**src/clk_gen_regs.vh**
```
`ifndef CLK_GEN_REGS_VH
`define CLK_GEN_REGS_VH

// Register byte offsets
`define OFS_SYSCFG 12'h000
`define OFS_STATUS 12'h004
`define OFS_MASK 12'h008
`define OFS_MODE 12'h00C

// Field positions
`define CFG_WDG_DIS_BIT 4
`define STS_FAIL_BIT 0
`define MODE_FAIL_BIT 3
`define MODE_PLL_BIT 4
`define MODE_WDG_BIT 5

// Reset values
`define SYSCFG_RST 32'h0000_0000
`define STRAP_RST 3'h7

// Strap codes
`define MODE_X4 3'h7
`define MODE_X3 3'h6
`define MODE_X8 3'h5
`define MODE_X5 3'h4
`define MODE_DIRECT 3'h3
`define MODE_X10 3'h2
`define MODE_PRESCALE 3'h1
`define MODE_RESERVED 3'h0

// PLL input divider, VCO multiplier, output divider per mode
`define X4_IN_DIV 4
`define X4_VCO_MUL 64
`define X4_OUT_DIV 4
`define X3_IN_DIV 4
`define X3_VCO_MUL 48
`define X3_OUT_DIV 4
`define X8_IN_DIV 4
`define X8_VCO_MUL 64
`define X8_OUT_DIV 2
`define X5_IN_DIV 4
`define X5_VCO_MUL 40
`define X5_OUT_DIV 2
`define X10_IN_DIV 2
`define X10_VCO_MUL 40
`define X10_OUT_DIV 2

// Watchdog overflow after this many free-running ticks
`define WDG_OVF_TICKS 16
// Default pclk cycles per free-running tick
`define FREE_DIV_DEF 8

`endif

```
**src/clk_gen.v**
```verilog
`timescale 1ns/1ps
`include "clk_gen_regs.vh"
// What this block does
// Strap 001 gives CPU clock equal to input clock divided by two.
// Prescaler mode: each CPU clock phase lasts one input period.
// Prescaler or direct with watchdog enabled: PLL free-runs; disabled: PLL off.
// Strap 011 disables PLL, bypasses amplifier, CPU clock follows input pin; here the PLL stays powered while the watchdog is enabled.
// Direct mode phases follow input duty; two phases equal one input period.
// Watchdog enabled after reset; config bit 4 disables it.
// Watchdog counter counts free-running ticks, cleared on each input edge.
// Failure detected when counter overflows after 16 ticks without edge.
// On failure CPU clock switches to free-running clock, interrupt flagged.
// Free-running clock kept until reset, even if input returns.
// Watchdog disabled: CPU clock from input in direct or prescaler, PLL off.
// Watchdog only active in direct or prescaler modes, never PLL modes; here also active for reserved strap 000.
// Other straps multiply: 111 x4, 110 x3, 101 x8, 100 x5, 010 x10.
// PLL resynchronises every Fth input transition, adjusting smoothly.
// PLL built from input divider, VCO multiplier, output divider per mode.
// System keeps PLL input 1-3.5 MHz and VCO 64-128 MHz.
// System keeps PLL-generated CPU frequency within 16-40 MHz.
// Clock mode latched from strap pins while reset is active; here loaded at the first pclk edge after release.
// Every clock source switch happens without shortened pulses.
module clk_gen #(
	parameter FREE_DIV = `FREE_DIV_DEF
) (
	input wire pclk,
	input wire presetn,
	input wire psel,
	input wire penable,
	input wire pwrite,
	input wire [11:0] paddr,
	input wire [31:0] pwdata,
	output reg [31:0] prdata,
	output reg pready,
	output reg pslverr,
	input wire [2:0] clock_mode_strap_pins,
	input wire crystal_input_pin,
	output reg cpu_clk,
	output reg pll_power_on,
	output reg osc_amp_bypass,
	output reg irq
);
	// Multiplication factor from the divider chain
	localparam [7:0] F_X4 = `X4_VCO_MUL / (`X4_IN_DIV * `X4_OUT_DIV);
	localparam [7:0] F_X3 = `X3_VCO_MUL / (`X3_IN_DIV * `X3_OUT_DIV);
	localparam [7:0] F_X8 = `X8_VCO_MUL / (`X8_IN_DIV * `X8_OUT_DIV);
	localparam [7:0] F_X5 = `X5_VCO_MUL / (`X5_IN_DIV * `X5_OUT_DIV);
	localparam [7:0] F_X10 = `X10_VCO_MUL / (`X10_IN_DIV * `X10_OUT_DIV);

	// Clock source selection states
	localparam [1:0] SRC_DIRECT = 2'h0;
	localparam [1:0] SRC_PRESCALE = 2'h1;
	localparam [1:0] SRC_PLL = 2'h2;
	localparam [1:0] SRC_FREE = 2'h3;

	reg init_phase;
	reg [2:0] clock_mode_strap_bits;
	reg [31:0] system_config_register;
	reg fail_status;
	reg fail_mask;
	reg xtal_q;
	reg xtal_d;
	reg [1:0] src;
	reg [7:0] factor;
	reg [7:0] trans_cnt;
	reg [15:0] meas;
	reg [15:0] window;
	reg [15:0] acc;
	reg [15:0] next_acc;
	reg [16:0] avg_sum;
	reg [1:0] next_src;
	reg next_fail_status;
	wire osc_watchdog_disable;
	wire direct_like;
	wire wdg_active;
	wire xtal_edge;
	wire xtal_rise;
	wire free_tick;
	wire wdg_fail;
	wire apb_access;
	wire apb_write;
	wire [15:0] ff_step;

	assign osc_watchdog_disable = system_config_register[`CFG_WDG_DIS_BIT];
	assign direct_like = (clock_mode_strap_bits == `MODE_DIRECT) ||
		(clock_mode_strap_bits == `MODE_PRESCALE) ||
		(clock_mode_strap_bits == `MODE_RESERVED);
	// Watchdog never runs when the PLL multiplies
	assign wdg_active = direct_like && !osc_watchdog_disable;
	assign xtal_edge = xtal_q ^ xtal_d;
	assign xtal_rise = xtal_q & ~xtal_d;
	assign apb_access = psel && penable && pready;
	assign apb_write = apb_access && pwrite;
	assign ff_step = {8'h00, factor} * {8'h00, factor};

	// Strap capture: held during reset, loaded at the release edge
	always @(posedge pclk or negedge presetn) begin
		if (!presetn) begin
			init_phase <= 1'b1;
			clock_mode_strap_bits <= `STRAP_RST;
		end else begin
			init_phase <= 1'b0;
			if (init_phase) begin
				clock_mode_strap_bits <= clock_mode_strap_pins;
			end
		end
	end

	// Factor lookup for the multiplying modes
	always @* begin
		case (clock_mode_strap_bits)
			`MODE_X4: factor = F_X4;
			`MODE_X3: factor = F_X3;
			`MODE_X8: factor = F_X8;
			`MODE_X5: factor = F_X5;
			`MODE_X10: factor = F_X10;
			default: factor = 8'h01;
		endcase
	end

	// Input pin sampled once; inputs are synchronous to pclk
	always @(posedge pclk or negedge presetn) begin
		if (!presetn) begin
			xtal_q <= 1'b0;
			xtal_d <= 1'b0;
		end else begin
			xtal_q <= crystal_input_pin;
			xtal_d <= xtal_q;
		end
	end

	free_run_divider #(
		.DIV(FREE_DIV)
	) u_free (
		.clk(pclk),
		.rst_n(presetn),
		.run(pll_power_on),
		.restart(wdg_fail && src != SRC_FREE),
		.tick(free_tick)
	);

	osc_watchdog u_wdg (
		.clk(pclk),
		.rst_n(presetn),
		.enable(wdg_active),
		.tick(free_tick),
		.xtal_edge(xtal_edge),
		.fail(wdg_fail)
	);

	// Source selection; free-running takeover is one-way until reset
	always @* begin
		next_src = src;
		if (init_phase) begin
			if (clock_mode_strap_pins == `MODE_PRESCALE) begin
				next_src = SRC_PRESCALE;
			end else if (clock_mode_strap_pins == `MODE_DIRECT ||
				clock_mode_strap_pins == `MODE_RESERVED) begin
				next_src = SRC_DIRECT;
			end else begin
				next_src = SRC_PLL;
			end
		end else if (wdg_fail) begin
			next_src = SRC_FREE;
		end
	end

	always @(posedge pclk or negedge presetn) begin
		if (!presetn) begin
			src <= SRC_PLL;
		end else begin
			src <= next_src;
		end
	end

	// PLL power and amplifier bypass; PLL off when watchdog is disabled in direct or prescaler mode
	always @(posedge pclk or negedge presetn) begin
		if (!presetn) begin
			pll_power_on <= 1'b0;
			osc_amp_bypass <= 1'b0;
		end else begin
			if (src == SRC_PLL) begin
				pll_power_on <= 1'b1;
			end else if (src == SRC_FREE) begin
				pll_power_on <= 1'b1;
			end else begin
				pll_power_on <= !osc_watchdog_disable;
			end
			osc_amp_bypass <= (clock_mode_strap_bits == `MODE_DIRECT);
		end
	end

	// Window measurement: pclk cycles across F input transitions
	always @(posedge pclk or negedge presetn) begin
		if (!presetn) begin
			trans_cnt <= 8'h00;
			meas <= 16'h0000;
			window <= 16'h0000;
		end else if (src != SRC_PLL) begin
			trans_cnt <= 8'h00;
			meas <= 16'h0000;
			window <= 16'h0000;
		end else if (xtal_edge && trans_cnt == factor - 8'h01) begin
			trans_cnt <= 8'h00;
			meas <= 16'h0001;
			// Average old and new window; rounding toward the new one lets it settle exactly
			if (window == 16'h0000) begin
				window <= meas;
			end else begin
				window <= avg_sum[16:1] + {15'h0000, meas > window};
			end
		end else begin
			if (xtal_edge) begin
				trans_cnt <= trans_cnt + 8'h01;
			end
			if (meas != 16'hFFFF) begin
				meas <= meas + 16'h0001;
			end
		end
	end

	always @* begin
		avg_sum = {1'b0, window} + {1'b0, meas};
	end

	// Phase accumulator: F*F toggles per window of F transitions
	always @* begin
		next_acc = acc + ff_step;
		if (window != 16'h0000 && next_acc >= window) begin
			next_acc = next_acc - window;
		end
	end

	always @(posedge pclk or negedge presetn) begin
		if (!presetn) begin
			acc <= 16'h0000;
		end else if (src != SRC_PLL || window == 16'h0000) begin
			acc <= 16'h0000;
		end else begin
			acc <= next_acc;
		end
	end

	// CPU clock per source; a takeover holds the level for a full tick
	always @(posedge pclk or negedge presetn) begin
		if (!presetn) begin
			cpu_clk <= 1'b0;
		end else begin
			case (src)
				SRC_DIRECT: begin
					if (!wdg_fail) begin
						cpu_clk <= xtal_q;
					end
				end
				SRC_PRESCALE: begin
					if (xtal_rise && !wdg_fail) begin
						cpu_clk <= ~cpu_clk;
					end
				end
				SRC_PLL: begin
					if (window != 16'h0000 && acc + ff_step >= window) begin
						cpu_clk <= ~cpu_clk;
					end
				end
				SRC_FREE: begin
					if (free_tick) begin
						cpu_clk <= ~cpu_clk;
					end
				end
				default: cpu_clk <= 1'b0;
			endcase
		end
	end

	// Failure flag: set beats a same-cycle write-one clear
	always @* begin
		next_fail_status = fail_status;
		if (apb_write && paddr == `OFS_STATUS && pwdata[`STS_FAIL_BIT]) begin
			next_fail_status = 1'b0;
		end
		if (wdg_fail && src != SRC_FREE) begin
			next_fail_status = 1'b1;
		end
	end

	// Register writes
	always @(posedge pclk or negedge presetn) begin
		if (!presetn) begin
			system_config_register <= `SYSCFG_RST;
			fail_status <= 1'b0;
			fail_mask <= 1'b0;
		end else begin
			fail_status <= next_fail_status;
			if (apb_write && paddr == `OFS_SYSCFG) begin
				system_config_register <= pwdata;
			end
			if (apb_write && paddr == `OFS_MASK) begin
				fail_mask <= pwdata[`STS_FAIL_BIT];
			end
		end
	end

	// Level interrupt while unmasked status is set
	always @(posedge pclk or negedge presetn) begin
		if (!presetn) begin
			irq <= 1'b0;
		end else begin
			irq <= fail_status && fail_mask;
		end
	end

	// APB slave: one wait state, registered answer
	always @(posedge pclk or negedge presetn) begin
		if (!presetn) begin
			pready <= 1'b0;
			prdata <= 32'h0000_0000;
			pslverr <= 1'b0;
		end else if (psel && penable && !pready) begin
			pready <= 1'b1;
			pslverr <= 1'b0;
			prdata <= 32'h0000_0000;
			case (paddr)
				`OFS_SYSCFG: begin
					if (!pwrite) begin
						prdata <= system_config_register;
					end
				end
				`OFS_STATUS: begin
					if (!pwrite) begin
						prdata <= {31'h0000_0000, fail_status};
					end
				end
				`OFS_MASK: begin
					if (!pwrite) begin
						prdata <= {31'h0000_0000, fail_mask};
					end
				end
				`OFS_MODE: begin
					if (!pwrite) begin
						prdata <= {26'h000_0000, wdg_active, pll_power_on,
							src == SRC_FREE, clock_mode_strap_bits};
					end
				end
				default: pslverr <= 1'b1;
			endcase
		end else begin
			pready <= 1'b0;
			pslverr <= 1'b0;
		end
	end
endmodule

```
**src/free_run_divider.v**
```verilog
`timescale 1ns/1ps
// Free-running oscillator stand-in: one-cycle tick every DIV pclk cycles
module free_run_divider #(
	parameter DIV = 8
) (
	input wire clk,
	input wire rst_n,
	input wire run,
	input wire restart,
	output reg tick
);
	reg [15:0] cnt;

	// Restart lets a clock takeover begin with a full phase
	always @(posedge clk or negedge rst_n) begin
		if (!rst_n) begin
			cnt <= 16'h0000;
			tick <= 1'b0;
		end else if (!run || restart) begin
			cnt <= 16'h0000;
			tick <= 1'b0;
		end else if (cnt == DIV[15:0] - 16'h0001) begin
			cnt <= 16'h0000;
			tick <= 1'b1;
		end else begin
			cnt <= cnt + 16'h0001;
			tick <= 1'b0;
		end
	end
endmodule

```
**src/osc_watchdog.v**
```verilog
`timescale 1ns/1ps
`include "clk_gen_regs.vh"
// Counts free-running ticks, cleared by each input edge; sticky failure
module osc_watchdog (
	input wire clk,
	input wire rst_n,
	input wire enable,
	input wire tick,
	input wire xtal_edge,
	output reg fail
);
	reg [4:0] cnt;

	// Input edge wins over a tick in the same cycle
	always @(posedge clk or negedge rst_n) begin
		if (!rst_n) begin
			cnt <= 5'h00;
			fail <= 1'b0;
		end else begin
			if (!enable || xtal_edge) begin
				cnt <= 5'h00;
			end else if (tick && !fail) begin
				cnt <= cnt + 5'h01;
			end
			// Only reset clears the failure
			if (enable && !xtal_edge && tick && cnt == `WDG_OVF_TICKS - 1) begin
				fail <= 1'b1;
			end
		end
	end
endmodule
```
**config.mk**
```make
export PLATFORM = sky130hd
export DESIGN_NAME = clk_gen
export DESIGN_NICKNAME = d
export VERILOG_FILES = /design/src/clk_gen.v /design/src/free_run_divider.v /design/src/osc_watchdog.v
export VERILOG_INCLUDE_DIRS = /design/src /design/src/src
export SDC_FILE = /design/constraint.sdc
export NUM_CORES = 1
export LEC_CHECK = 0
export ABC_AREA = 1
export BUFFER_PORTS_ARGS = -buffer_cell sky130_fd_sc_hd__buf_2
export CAP_MARGIN = 10
export CORE_UTILIZATION = 30
export DETAILED_ROUTE_END_ITERATION = 16
export PLACE_DENSITY_LB_ADDON = 0.15
export SYNTH_ARGS = -nofsm -noshare
export SYNTH_HDL_FRONTEND = slang
export SYNTH_SLANG_ARGS = --single-unit
```
**constraint.sdc**
```tcl
create_clock -name pclk -period 5 [get_ports pclk]
set_input_delay 1 -clock pclk [delete_from_list [all_inputs] [get_ports pclk]]
set_output_delay 1 -clock pclk [all_outputs]
set_load 0.005 [all_outputs]
```
== Yosys cells after proc, flatten, opt, wreduce, memory -nomap -nowiden ==
Index checks and enable logic that the tools add are counted.

* Mux-type cells: 39
* Reductions and logical operators: 44
* Add/subtract/negate cells: 9
* $mul: 1
* Eq/ne operators: 25
* $lt $le $gt $ge: 2
* Bitwise logic cells: 4

{| class="wikitable"
|+ Operators by type and width
! cell !! number
|-
| two-way mux 16 bit || 10
|-
| case mux 32 bit (4 select lines) || 1
|-
| adder 16 x 1 -> 16 bit (second input constant) || 2
|-
| two-way mux 32 bit || 1
|-
| == test 12 x 4 -> 1 bit (second input constant) || 2
|-
| two-way mux 8 bit || 3
|-
| case mux 4 bit (5 select lines) || 1
|-
| logical AND 1 bit || 18
|-
| adder 16 x 16 -> 17 bit || 1
|-
| adder 16 x 1 -> 16 bit || 1
|-
| adder 16 bit || 1
|-
| == test 16 x 3 -> 1 bit (second input constant) || 1
|-
| greater-or-equal comparator 16 bit || 1
|-
| greater-than comparator 16 bit || 1
|-
| logical NOT 16 bit || 1
|-
| multiplier 8 x 8 -> 16 bit || 1
|-
| inequality test 16 bit (second input constant) || 1
|-
| nonzero test 16 bit || 1
|-
| subtractor 16 bit || 1
|-
| two-way mux 1 bit || 15
|-
| == test 12 x 3 -> 1 bit (second input constant) || 1
|-
| == test 3 bit (second input constant) || 4
|-
| logical NOT 12 bit || 1
|-
| two-way mux 5 bit || 2
|-
| 25 further kinds || 52
|}

* Register bits: 159
* Output and inout bits: 38
* Input port bits: 53

== Logic depth before layout (Yosys ltp) ==
Gate-level depths: netlist of the first run.

* Word-level depth: 8
* Mapped depth: 29
* Gate-level depth less buffers: 29

== By module ==
From an unflattened synthesis of the first run, not the netlist that was laid out.

* Cell total of the unflattened synthesis: 1,331
* Area total of the unflattened synthesis: 10,297.4 µm²

{| class="wikitable"
|+ By module, submodules not included
! module !! cells an instance !! area an instance (µm²) !! sequential area each (µm²) !! instances
|-
| clk_gen || 1,160 || 9,042.4 || 3,409.5 || 1
|-
| free_run_divider || 131 || 930.9 || 425.4 || 1
|-
| osc_watchdog || 40 || 324.1 || 150.1 || 1
|}

== Least setup slack after synthesis of the first run ==
No wires, ideal clock.

* Kind: reg-to-reg
* Start: register clock_mode_strap_bits[2]
* End: register acc[14]
* Data required time: 4.883 ns
* Setup time: 0.117 ns
* Period minus slack after synthesis: 4.110 ns
* Path buffers: 0
* Cell stages (with the launch flop): 24
* Arrival time: 3.994 ns
* Path slack: 0.890 ns
* Cell sequence: dfstp_2 -> inv_1 -> o21ai_2 -> inv_2 -> ha_1 -> ha_1 -> or2_2 -> ha_1 -> nand3_1 -> nand2_1 -> a21oi_1 -> nand3b_1 -> nor2_1 -> xor2_1 -> inv_1 -> ha_1 -> inv_1 -> o21bai_1 -> a221oi_1 -> nand3_2 -> nand2_2 -> inv_2 -> nor2_1 -> nor2_1

* Word-level cells in the longest chain between the ends: 8
* Elaborated cells on any way between the ends: 13
* Classes of those cells: 2 x add/sub; 1 x mul; 1 x order compare; 5 x eq/ne; 3 x mux; 1 x reduce/logical

{| class="wikitable"
|+ Ends and longest elaborated chain
! what !! RTL line !! RTL
|-
| start: declaration || clk_gen.v:57 || <nowiki>reg [2:0] clock_mode_strap_bits;</nowiki>
|-
| start signal: assignment || clk_gen.v:100 || <nowiki>clock_mode_strap_bits <= `STRAP_RST;</nowiki>
|-
| start signal: assignment || clk_gen.v:104 || <nowiki>clock_mode_strap_bits <= clock_mode_strap_pins;</nowiki>
|-
| == test 3 x 2 -> 1 bit or == test 3 bit (tied branches) || clk_gen.v:111 || <nowiki>case (clock_mode_strap_bits)</nowiki>
|-
| case mux 4 bit (5 select lines) * || clk_gen.v:111 ||
|-
| multiplier 8 x 8 -> 16 bit * || clk_gen.v:94 || <nowiki>assign ff_step = {8'h00, factor} * {8'h00, factor};</nowiki>
|-
| adder 16 bit * || clk_gen.v:228 || <nowiki>next_acc = acc + ff_step;</nowiki>
|-
| greater-or-equal comparator 16 bit || clk_gen.v:229 || <nowiki>if (window != 16'h0000 && next_acc >= window) begin</nowiki>
|-
| logical AND 1 bit || clk_gen.v:229 ||
|-
| two-way mux 16 bit * || clk_gen.v:229 ||
|-
| two-way mux 16 bit * || clk_gen.v:237 || <nowiki>end else if (src != SRC_PLL || window == 16'h0000) begin</nowiki>
|-
| end signal: assignment || clk_gen.v:240 || <nowiki>acc <= next_acc;</nowiki>
|-
| end: declaration || clk_gen.v:68 || <nowiki>reg [15:0] acc;</nowiki>
|}

Every way passes the cells marked *; elsewhere a longest branch is shown, timed or not.
A chain may end at the register's enable or synchronous reset.

== Final worst setup path of the first run ==
* Start: register clock_mode_strap_bits[0]
* End: register acc[0]

Same word-level chain as after synthesis.

==> qor.txt, run 1 <==
Post-Syn Instances -> 1307
# fillers -> 3597
HP Class -> flop to flop
H-tree lvl count -> 4
Congestion Overflow GR -> 0
Worst slew margin -> 0.415
post-synthesis mux area share -> 0.00989
multi-input logic area -> 5410 um^2
FP Rows -> 67
I/O Buffers -> 90
hpwl dp -> 21.1 mm
number of CTS-inserted buffers -> 17
drt first-iter violations -> 508
RSZ-0062 raised after global routing -> no
Yosys top cell by area -> dfrtp_1
CTS root buffer -> clkbuf_16
first-pass GRT wire length -> 45.5 mm
Routed WL per cell -> 14.8 um
highest routed metal layer -> met4
antenna-violating nets left -> 0
Top delay family on crit path -> simple AND/OR/NAND/NOR gates
Synth top area share -> 0.376
DP Area -> 11200 um^2
Die Height -> 187 um
mean post-synth cell area -> 7.84 um^2
Compound-Gate Fraction of Synth Area -> 0.133
worst-path fanout max -> 5
Synth cell types -> 61
status -> complete, no violations
DIE WIDTH -> 187 um
max cap viols -> 0
power density over the cells -> 405 nW/um^2
core box area -> 33600 um^2
largest net degree at the start of global routing -> 87
post-synthesis sequential area ratio -> 0.389
Final min period -> 4.60 ns
WL final -> 27.7 mm
layout cells sized above 1 -> 0.141
Synth Register Bits -> 159
Vias -> 8743
fmax -> 217 MHz
WL met1 -> 13.9 mm
Clock transition at path regs -> 0.07 ns
Top FF cell, synth -> dfrtp_1
Final Setup Violations -> 0
Simple-Gate Fraction of Synth Area -> 0.247
commonest non-fill, non-tap cell in the layout -> nand2_1
aggregate global-route resource usage -> 0.163
worst path required time -> 5.36 ns
clock skew -> 0.0190 ns
main combinational cell family by area after synthesis -> simple AND/OR/NAND/NOR gates
vias in the first global route -> 8703
Synth Area in Adders -> 0.0952
WL met3 -> 782 um
CTS max path bufs -> 2
Final nets -> 1535
final worst path period share -> 0.920
CP dominant cell by count -> ha_1
peak supply drop -> 0.218 mV
# clock sinks -> 159
CP max stage delay -> 0.60 ns
xor-xnor portion of the synthesized cell area -> 0.0384
crit path DAT -> 4.96 ns
most frequent cells in the layout -> nand2_1, inv_1, dfrtp_1
RD Place Congestion -> 0.845
Slew Limit Fails -> 0
die area -> 34900 um^2
Max stage delay cell, worst path -> dfstp_2
final instance area -> 11900 um^2
Seq. cell area -> 3990 um^2
number of enable flip-flop cells after synthesis -> 0
diode count -> 0
leakage -> 0.00606 uW
Worst-Margin Slew -> 0.877 ns
post-route setup TNS -> 0 ns
TritonRoute pass-1 iters -> 5
routed wl met2 -> 12.6 mm
WS Path Type -> flop to flop
Synth area leaders -> dfrtp_1, nand2_1, ha_1
initial antenna violation count -> 0
Buf+Inv Stages, Crit Path -> 6
I/O pin count -> 91
Ys Warns -> 0
area grow syn2layout -> 15.7%
Post-Syn Area -> 10300 um^2
final hold vios -> 0
Clk Latency, worst-skew pair -> 0.44 ns
crit end category -> flop
mean number of vias per cell -> 4.68
DRC -> 0
Power, Total -> 4810 uW
fraction of registers with async set/reset -> 1.00
Initial Util -> 0.305
Worst setup SP type -> flop
CTS tree -> built
[flip-flops by register name, indices dropped and copies added, names as in the netlist, 2 cells and up]
name / flops
system_config_register: 32
acc: 16
u_wdg.cnt: 5
prdata: 32
clock_mode_strap_bits: 3
trans_cnt: 8
src: 2
meas: 16
window: 16
u_free.cnt: 16
[layout make-up]
| cell class | instances | share of cell area |
|---|---|---|
| well taps | 448 | 0.0472 |
| clock buffers | 18 | 0.0362 |
| flip-flops and latches | 159 | 0.336 |
| repair buffers | 97 | 0.0440 |
| clock inverters | 13 | 0.0150 |
| inverters | 205 | 0.0659 |
| multi-input cells | 927 | 0.456 |
[cell families after synthesis]
| logic type | count (synthesis) |
|---|---|
| and+or+nand+nor | 566 |
| AOI/OAI and AO/OA | 227 |
| buffers and inverters | 224 |
| DFF | 159 |
| adders and majority gates | 75 |
| xor gates and xnor gates | 45 |
| muxes | 9 |
| other | 2 |
[cells in the mapped netlist, types with 11 or more instances]
| cell type | number |
|---|---|
| nor3_1 | 23 |
| nand4_1 | 20 |
| nand2_1 | 275 |
| dfrtp_1 | 154 |
| a21oi_1 | 83 |
| nor2_1 | 131 |
| nand3_1 | 59 |
| xor2_1 | 36 |
| clkbuf_1 | 11 |
| ha_1 | 70 |
| inv_1 | 194 |
| o31ai_1 | 21 |
| o21ai_0 | 60 |
[metrics by stage]
stage / hold slack [ns] / instances / worst slack, ns / utilization
after floorplan: 0.380 / 1310 / 0.890 / -
after global placement: 0.434 / 1833 / 0.333 / 0.334
after detailed placement: 0.434 / 1833 / 0.246 / 0.334
after CTS: 0.455 / 1864 / 0.221 / 0.352
after global routing: 0.474 / 1867 / 0.00943 / 0.353
final: 0.441 / 1867 / 0.398 / 0.353
[power breakdown]
part	leakage [uW]	switching (uW)	total, uW	internal, uW
combinational	0.00371	1320	2020	699
sequential	0.00205	55.4	1410	1350
clock	0.000296	583	1380	797
[path summary, 6_finish.rpt]
path	startpoint	to	slack [ns]	cells after the start
max	clock_mode_strap_bits[0]$_DFFE_PN1P_	acc[0]$_DFF_PN0_	0.40	26
min	xtal_q$_DFF_PN0_	xtal_d$_DFF_PN0_	0.44	0
max reg2reg	clock_mode_strap_bits[0]$_DFFE_PN1P_	acc[0]$_DFF_PN0_	0.40	26
min reg2reg	xtal_q$_DFF_PN0_	xtal_d$_DFF_PN0_	0.44	0
max in group asynchronous	presetn	clock_mode_strap_bits[1]$_DFFE_PN1P_	3.44	2
min in group asynchronous	presetn	window[4]$_DFFE_PN0P_	0.61	1
[metal layers]
metal,up-vias,GRT usage
met1,4135,0.224
li1,4468,-
met4,0,0.0476
met2,114,0.263
met5,-,0
met3,26,0.0276
[what timing repair did]
item | in CTS | in global routing
endpoints found under the setup margin | 0 | 14
resized for setup | 0 | 4
hold buffers | 0 | 0
buffers inserted | 0 | 3
Power figures use the tool's default switching activity.
==> run 2, diff against run 1 <==
==> constraint.sdc (replaced) <==
create_clock -name pclk -period 5.7 [get_ports pclk]
set_input_delay 1.14 -clock pclk [delete_from_list [all_inputs] [get_ports pclk]]
set_output_delay 1.14 -clock pclk [all_outputs]
set_load 0.005 [all_outputs]
==> run 2 against run 1 <==
First-iteration DRC count up 7.5%; sequential power shrank 13%; highest routed layer unchanged; die area unchanged; flip-flop and latch count stayed put; routed wire length is 0.31% lower.
==> qor.txt, run 2 (synthesized netlist as in run 1, its figures left out) <==
die area -> 34900 um^2 (unchanged)
worst path required time -> 6.05 ns (+0.69 ns)
largest net degree at the start of global routing -> 84 (-3.4%)
leakage -> 0.00602 uW (-0.60%)
clock skew -> 0.0225 ns (+0.00354 ns)
first-pass GRT wire length -> 45.9 mm (+0.73%)
largest registers -> prdata: 32 flops, system_config_register: 32 flops
# clock sinks -> 159 (unchanged)
Vias -> 8730 (-0.15%)
critical-path cell list -> inv_1 > o21ai_2 > inv_2 > ha_1 > ha_1 > or2_2 > ha_1 > nand3_1 > nand2_1 > a21oi_1 > nand3b_1 > nor2_1 > xor2_1 > inv_1 > ha_1 > inv_1 > o21bai_1 > a221oi_1 > nand3_2 > nand2_2 > inv_2 > nand2_1 > nand2_1 > nor2_1
crit path DAT -> 5.10 ns (+0.14 ns)
initial antenna violation count -> 0 (unchanged)
commonest non-fill, non-tap cell in the layout -> nand2_1
aggregate global-route resource usage -> 0.164 (+0.000203)
DRC -> 0 (unchanged)
Final Setup Violations -> 0 (unchanged)
sequential share of power -> 0.299 (+0.006)
most frequent cells in the layout -> nand2_1, inv_1, dfrtp_1
drt first-iter violations -> 546 (+7.5%)
Max stage delay cell, worst path -> dfstp_2
post-route setup TNS -> 0 ns (unchanged)
diode count -> 0 (unchanged)
final worst path period share -> 0.833 (-0.0875)
number of CTS-inserted buffers -> 17 (unchanged)
Final Core Density -> 0.351 (-0.00175)
Initial Util -> 0.305 (unchanged)
crit end category -> flop
Worst setup SP type -> flop
Slew Limit Fails -> 0 (unchanged)
vias in the first global route -> 8651 (-0.60%)
post-cts resize count -> 0 (unchanged)
CTS tree -> built
final hold vios -> 0 (unchanged)
final instance area -> 11800 um^2 (-0.50%)
area grow syn2layout -> 15.2%
Final min period -> 4.75 ns (+0.145 ns)
CTS root buffer -> clkbuf_16
WS Path Type -> flop to flop
core box area -> 33600 um^2 (unchanged)
Final nets -> 1532 (-0.20%)
RSZ-0062 raised after global routing -> no
Worst-Margin Slew -> 0.869 ns (-0.00740 ns)
P_int -> 2420 uW (-15%)
RD Place Congestion -> 0.854 (+1.0%)
fmax -> 211 MHz (-3.1%)
status -> complete, no violations
power density over the cells -> 349 nW/um^2 (-14%)
WL final -> 27.6 mm (-0.31%)
CP max stage delay -> 0.55 ns (-0.05 ns)
Setup Buffers After CTS -> 0 (unchanged)
Congestion Overflow GR -> 0 (unchanged)
hpwl dp -> 21.1 mm (about the same)
Clock transition at path regs -> 0.07 ns (about the same)
TritonRoute pass-1 iters -> 6 (+1)
Comb power frac -> 0.411 (-0.009)
clock power share -> 0.290 (+0.003)
worst-path fanout max -> 10 (+5)
antenna-violating nets left -> 0 (unchanged)
Worst slew margin -> 0.418 (+0.00279)
switching part of the total power -> 0.413 (+0.00570)
DP Area -> 11200 um^2 (-0.11%)
CTS max path bufs -> 2 (unchanged)
mean number of vias per cell -> 4.68 (about the same)
I/O Buffers -> 90 (unchanged)
Hold-fix buffers, CTS -> 0 (unchanged)
P_sw -> 1700 uW (-13%)
Routed WL per cell -> 14.8 um (-0.20%)
Die Height -> 187 um (unchanged)
HP Class -> flop to flop
H-tree lvl count -> 4 (unchanged)
peak supply drop -> 0.211 mV (-3.1%)
I/O pin count -> 91 (unchanged)
CP dominant cell by count -> ha_1
layout cells sized above 1 -> 0.138 (-0.00262)
FP Rows -> 67 (unchanged)
Clk Latency, worst-skew pair -> 0.44 ns (about the same)
DIE WIDTH -> 187 um (unchanged)
max cap viols -> 0 (unchanged)
## run 2: cell types whose count changed in the layout (fill, tap and decap cells not counted), sizes merged
cell,delta
clkbuf,+2
bufinv,-1
buf,-3
clkinv,-2
clkinvlp,+2
## run 2: area by class of cell
cell class	count	area (um^2)
fillers	3561	21800
multi-input cells	927	5390
flip-flops and latches	159	3990
inverters	205	782
well taps	448	561
repair buffers	94	487
clock buffers	20	457
clock inverters	12	149
## run 2: power groups by stage
stage	logic [uW]	registers (uW)	clock network (uW)
2_1_floorplan	1250	1240	0
3_3_place_gp	1710	1260	0
3_5_place_dp	1690	1260	0
4_1_cts	1700	1230	1230
5_1_grt	1930	1240	1280
6_report	1690	1230	1200
## run 2: through the flow
step           std cells  setup WS, ns  total power, uW  hold slack (ns)
6_report            1865         0.953             4120            0.443
5_1_grt             1865         0.435             4460            0.473
4_1_cts             1865         0.897             4170            0.461
3_5_place_dp        1833         0.921             2940            0.443
3_3_place_gp        1833          1.04             2960            0.441
2_1_floorplan       1310          1.59             2490            0.380
## run 2: routing by layer
layer / share of wire / up-vias / wire [um] / global-route usage
met5: 0 / - / 0 / 0
met4: 0.0097 / 0 / 269 / 0.0322
met3: 0.042 / 17 / 1160 / 0.0313
met2: 0.45 / 143 / 12500 / 0.258
met1: 0.49 / 4109 / 13700 / 0.233
li1: - / 4461 / - / -
## run 2: worst max-delay path, delay by kind of cell, from the launching register on
kind,cells,cell delay (ns)
adders and majority gates,4,1.00
xor gates and xnor gates,1,0.15
buffers and inverters,5,0.55
AOI/OAI and AO/OA,4,0.82
DFF,1,0.55
and+or+nand+nor,10,1.62
## run 2: worst paths after layout
check,depth (start not counted),startpoint,slack (ns),to
setup / recovery,24,clock_mode_strap_bits[2]$_DFFE_PN1P_,0.95,acc[14]$_DFF_PN0_
hold / removal,0,xtal_q$_DFF_PN0_,0.44,xtal_d$_DFF_PN0_
setup reg to reg,24,clock_mode_strap_bits[2]$_DFFE_PN1P_,0.95,acc[14]$_DFF_PN0_
hold reg to reg,0,xtal_q$_DFF_PN0_,0.44,xtal_d$_DFF_PN0_
max in group asynchronous,2,presetn,3.84,irq$_DFF_PN0_
min in group asynchronous,1,presetn,0.78,acc[11]$_DFF_PN0_
==> run 3, diff against run 2 <==
--- a/config.mk
+++ b/config.mk
@@ -6,7 +6,7 @@
 export SDC_FILE = /design/constraint.sdc
 export NUM_CORES = 1
 export LEC_CHECK = 0
-export ABC_AREA = 1
+export ABC_AREA = 0
 export BUFFER_PORTS_ARGS = -buffer_cell sky130_fd_sc_hd__buf_2
 export CAP_MARGIN = 10
 export CORE_UTILIZATION = 30
==> constraint.sdc (replaced) <==
create_clock -name pclk -period 4.15 [get_ports pclk]
set_input_delay 0.83 -clock pclk [delete_from_list [all_inputs] [get_ports pclk]]
set_output_delay 0.83 -clock pclk [all_outputs]
set_load 0.005 [all_outputs]
==> run 3 against run 2 <==
The run now ends with negative setup slack left; clock power rose by 38%; total power grew 49%; design area grew 5.2%; synthesized cell count shrank 25%; critical endpoint is now acc[4]$_DFF_PN0_; largest power group unchanged.
==> qor.txt, run 3 <==
main combinational cell family by area after synthesis -> simple AND/OR/NAND/NOR gates
Top FF cell, synth -> dfrtp_1
Post-Syn Instances -> 976 (-25%)
Routed WL per cell -> 16.2 um (+9.2%)
CP max stage delay -> 0.55 ns (about the same)
power density over the cells -> 493 nW/um^2 (+41%)
H-tree lvl count -> 4 (unchanged)
Cell Count Post-Placement -> 1535 (-16%)
Worst-Margin Slew -> 0.887 ns (+0.0178 ns)
most common cell in the netlist -> dfrtp_1
largest net degree at the start of global routing -> 74 (-12%)
fraction of registers with async set/reset -> 1.00 (unchanged)
worst path required time -> 4.46 ns (-1.59 ns)
Worst setup SP type -> flop
# clock sinks -> 159 (unchanged)
max cap viols -> 0 (unchanged)
DIE WIDTH -> 181 um (-3.0%)
layout cells sized above 1 -> 0.298 (+0.159)
Congestion Overflow GR -> 0 (unchanged)
most frequent cells in the layout -> dfrtp_1, buf_4, nor2_1
post-route setup TNS -> -5.31 ns (-5.31 ns)
pre-CTS setup slack -> -0.532 ns (-1.45 ns)
CTS max path bufs -> 2 (unchanged)
number of CTS-inserted buffers -> 17 (unchanged)
Synth area leaders -> dfrtp_1, ha_1, xor2_1
Final Setup Violations -> 17 (+17)
WL final -> 25.5 mm (-7.6%)
Final nets -> 1291 (-16%)
largest registers -> prdata: 32 flops, system_config_register: 32 flops
post-synthesis sequential area ratio -> 0.413 (+0.0245)
drt first-iter violations -> 399 (-27%)
clock skew -> 0.0153 ns (-0.00718 ns)
failing checks -> negative setup slack
first-pass GRT wire length -> 41.5 mm (-9.4%)
I/O Buffers -> 90 (unchanged)
Max stage delay cell, worst path -> dfstp_2
Synth top area share -> 0.400 (+0.0236)
Non-Filler Instances -> 1578 (-15%)
Die Height -> 181 um (-3.0%)
Post-Syn Area -> 9650 um^2 (-5.9%)
RD Place Congestion -> 0.812 (-4.9%)
PnR worst setup slack -> -0.397 ns (-1.35 ns)
critical-path cell list -> nor2b_4 > nor2b_4 > a21oi_4 > inv_2 > ha_4 > ha_4 > or2_4 > ha_4 > a31oi_4 > o21bai_1 > a21oi_2 > o21bai_2 > a211oi_4 > nor3b_2 > xor2_2 > ha_1 > nand4_1 > or3_4 > o221ai_4 > buf_12 > buf_6 > mux2i_1 > nor2_1
Synth top cells by count -> dfrtp_1, nor2_1, ha_1
r2r worst-path depth -> 23 (-4.2%)
DRC -> 0 (unchanged)
Simple-Gate Fraction of Synth Area -> 0.172 (-0.0751)
Worst slew margin -> 0.403 (-0.0152)
peak supply drop -> 0.418 mV (+98%)
RSZ-0062 raised after global routing -> yes
area grow syn2layout -> 28.8%
R2R Path Start -> clock_mode_strap_bits[0]$_DFFE_PN1P_
Top delay family on crit path -> compound AO/OA/AOI/OAI gates
final worst path period share -> 1.10 (+0.263)
HP Class -> input port to async pin
leakage -> 0.00597 uW (-0.83%)
WS Path Type -> flop to flop
CTS tree -> built
antenna-violating nets left -> 0 (unchanged)
critical path depth -> 23 (-4.2%)
I/O pin count -> 91 (unchanged)
Clock transition at path regs -> 0.08 ns (about the same)
Hold-fix buffers, CTS -> 0 (unchanged)
fmax -> 220 MHz (+4.4%)
Final min period -> 4.55 ns (-0.200 ns)
die area -> 32900 um^2 (-5.9%)
Ys Warns -> 0 (unchanged)
Synth Register Bits -> 159 (unchanged)
reg2reg end -> acc[4]$_DFF_PN0_
initial antenna violation count -> 0 (unchanged)
CP dominant cell by count -> ha_4
CTS root buffer -> clkbuf_16
final hold vios -> 0 (unchanged)
mean post-synth cell area -> 9.88 um^2 (+26%)
setup slack, reg-to-reg -> -0.40 ns (-1.35 ns)
TritonRoute pass-1 iters -> 5 (-1)
Compound-Gate Fraction of Synth Area -> 0.143 (+0.00929)
worst-path fanout max -> 7 (-3)
# fillers -> 3159 (-11%)
diode count -> 0 (unchanged)
Vias -> 7670 (-12%)
status -> finished with violations
Buf+Inv Stages, Crit Path -> 3 (-2)
hpwl dp -> 18.7 mm (-11%)
FP Rows -> 65 (-3.0%)
Slew Limit Fails -> 0 (unchanged)
commonest non-fill, non-tap cell in the layout -> dfrtp_1
Initial Util -> 0.306 (+0.000686)
CP Launch Point -> clock_mode_strap_bits[0]$_DFFE_PN1P_
hold_ws -> 0.396 ns (-0.0474 ns)
xor-xnor portion of the synthesized cell area -> 0.0780 (+0.0395)
number of enable flip-flop cells after synthesis -> 0 (unchanged)
Yosys top cell by area -> dfrtp_1
aggregate global-route resource usage -> 0.161 (-0.00234)
Synth cell types -> 77 (+26%)
core box area -> 31600 um^2 (-6.1%)
mean number of vias per cell -> 4.86 (+3.8%)
crit end category -> flop
crit path DAT -> 4.85 ns (-0.25 ns)
Synth Area in Adders -> 0.101 (+0.00599)
Clk Latency, worst-skew pair -> 0.43 ns (about the same)
post-synthesis mux area share -> 0.0568 (+0.0469)
vias in the first global route -> 7765 (-10%)
[run 3: cell types whose count changed in the layout (fill, tap and decap cells not counted), sizes merged, moves of 16 or more]
cell,previous run,this run
nand2,281,67
inv,210,59
buf,94,196
a21oi,90,41
nor2,139,100
nand3,62,26
xnor2,9,40
mux2,9,36
o21ai,66,39
a22o,5,26
nor2b,0,17
o31ai,21,5
[run 3: area by class of cell]
cell class                 instances  area (um^2)  share of cell area
timing repair buffer             196         1320               0.106
sequential                       159         3990               0.321
inverter                          56          210              0.0169
multi-input combinational        733         5770               0.464
clock inverter                    15          216              0.0174
clock buffer                      17          425              0.0342
tap                              402          503              0.0405
[run 3: metal layers]
layer | track usage | vias to the layer above | wire (um)
met5 | 0 | - | 0
met4 | 0.0471 | 0 | 368
met3 | 0.0290 | 25 | 680
met2 | 0.266 | 103 | 12200
met1 | 0.215 | 3706 | 12300
li1 | - | 3836 | -
[run 3: what timing repair did]
item | CTS | global route
gates resized for setup | 29 | 44
pin swaps | 20 | 23
setup buffers | 6 | 5
endpoints found under the hold margin | 0 | 0
endpoints found under the setup margin | 17 | 20
cloned | 1 | 0
[run 3: kinds of logic (layout without fill, tap and decap cells)]
group                    after synthesis  count (layout)
other                                  2               5
flip-flops                           159             159
adder cells (fa/ha/maj)               75              75
buffers and inverters                 87             284
AO/OA/AOI/OAI                        193             193
multiplexers                          49              49
XOR/XNOR                              85              85
AND/OR/NAND/NOR                      326             326
[run 3: worst max path at each step]
stage                           to  slack, ns
2_1_floorplan    acc[11]$_DFF_PN0_      -0.39
3_3_place_gp   cpu_clk$_DFFE_PN0P_      -0.50
3_5_place_dp   cpu_clk$_DFFE_PN0P_      -0.53
4_1_cts          acc[13]$_DFF_PN0_      -0.44
5_1_grt          acc[13]$_DFF_PN0_      -0.58
6_report          acc[4]$_DFF_PN0_      -0.40
[run 3: power breakdown]
| part | switching (uW) | total, uW | internal [uW] |
|---|---|---|---|
| registers | 63.5 | 1680 | 1620 |
| clock network | 816 | 1650 | 830 |
| logic | 1430 | 2800 | 1370 |
| total | 2310 | 6130 | 3820 |
[run 3: stage by stage]
| stage | util | total power [uW] | instance area, um^2 |
|---|---|---|---|
| floorplan | - | 3230 | 9770 |
| global placement | 0.359 | 4060 | 11300 |
| detailed placement | 0.359 | 4070 | 11300 |
| CTS | 0.386 | 6090 | 12200 |
| global route | 0.394 | 6550 | 12400 |
| finish | 0.394 | 6130 | 12400 |
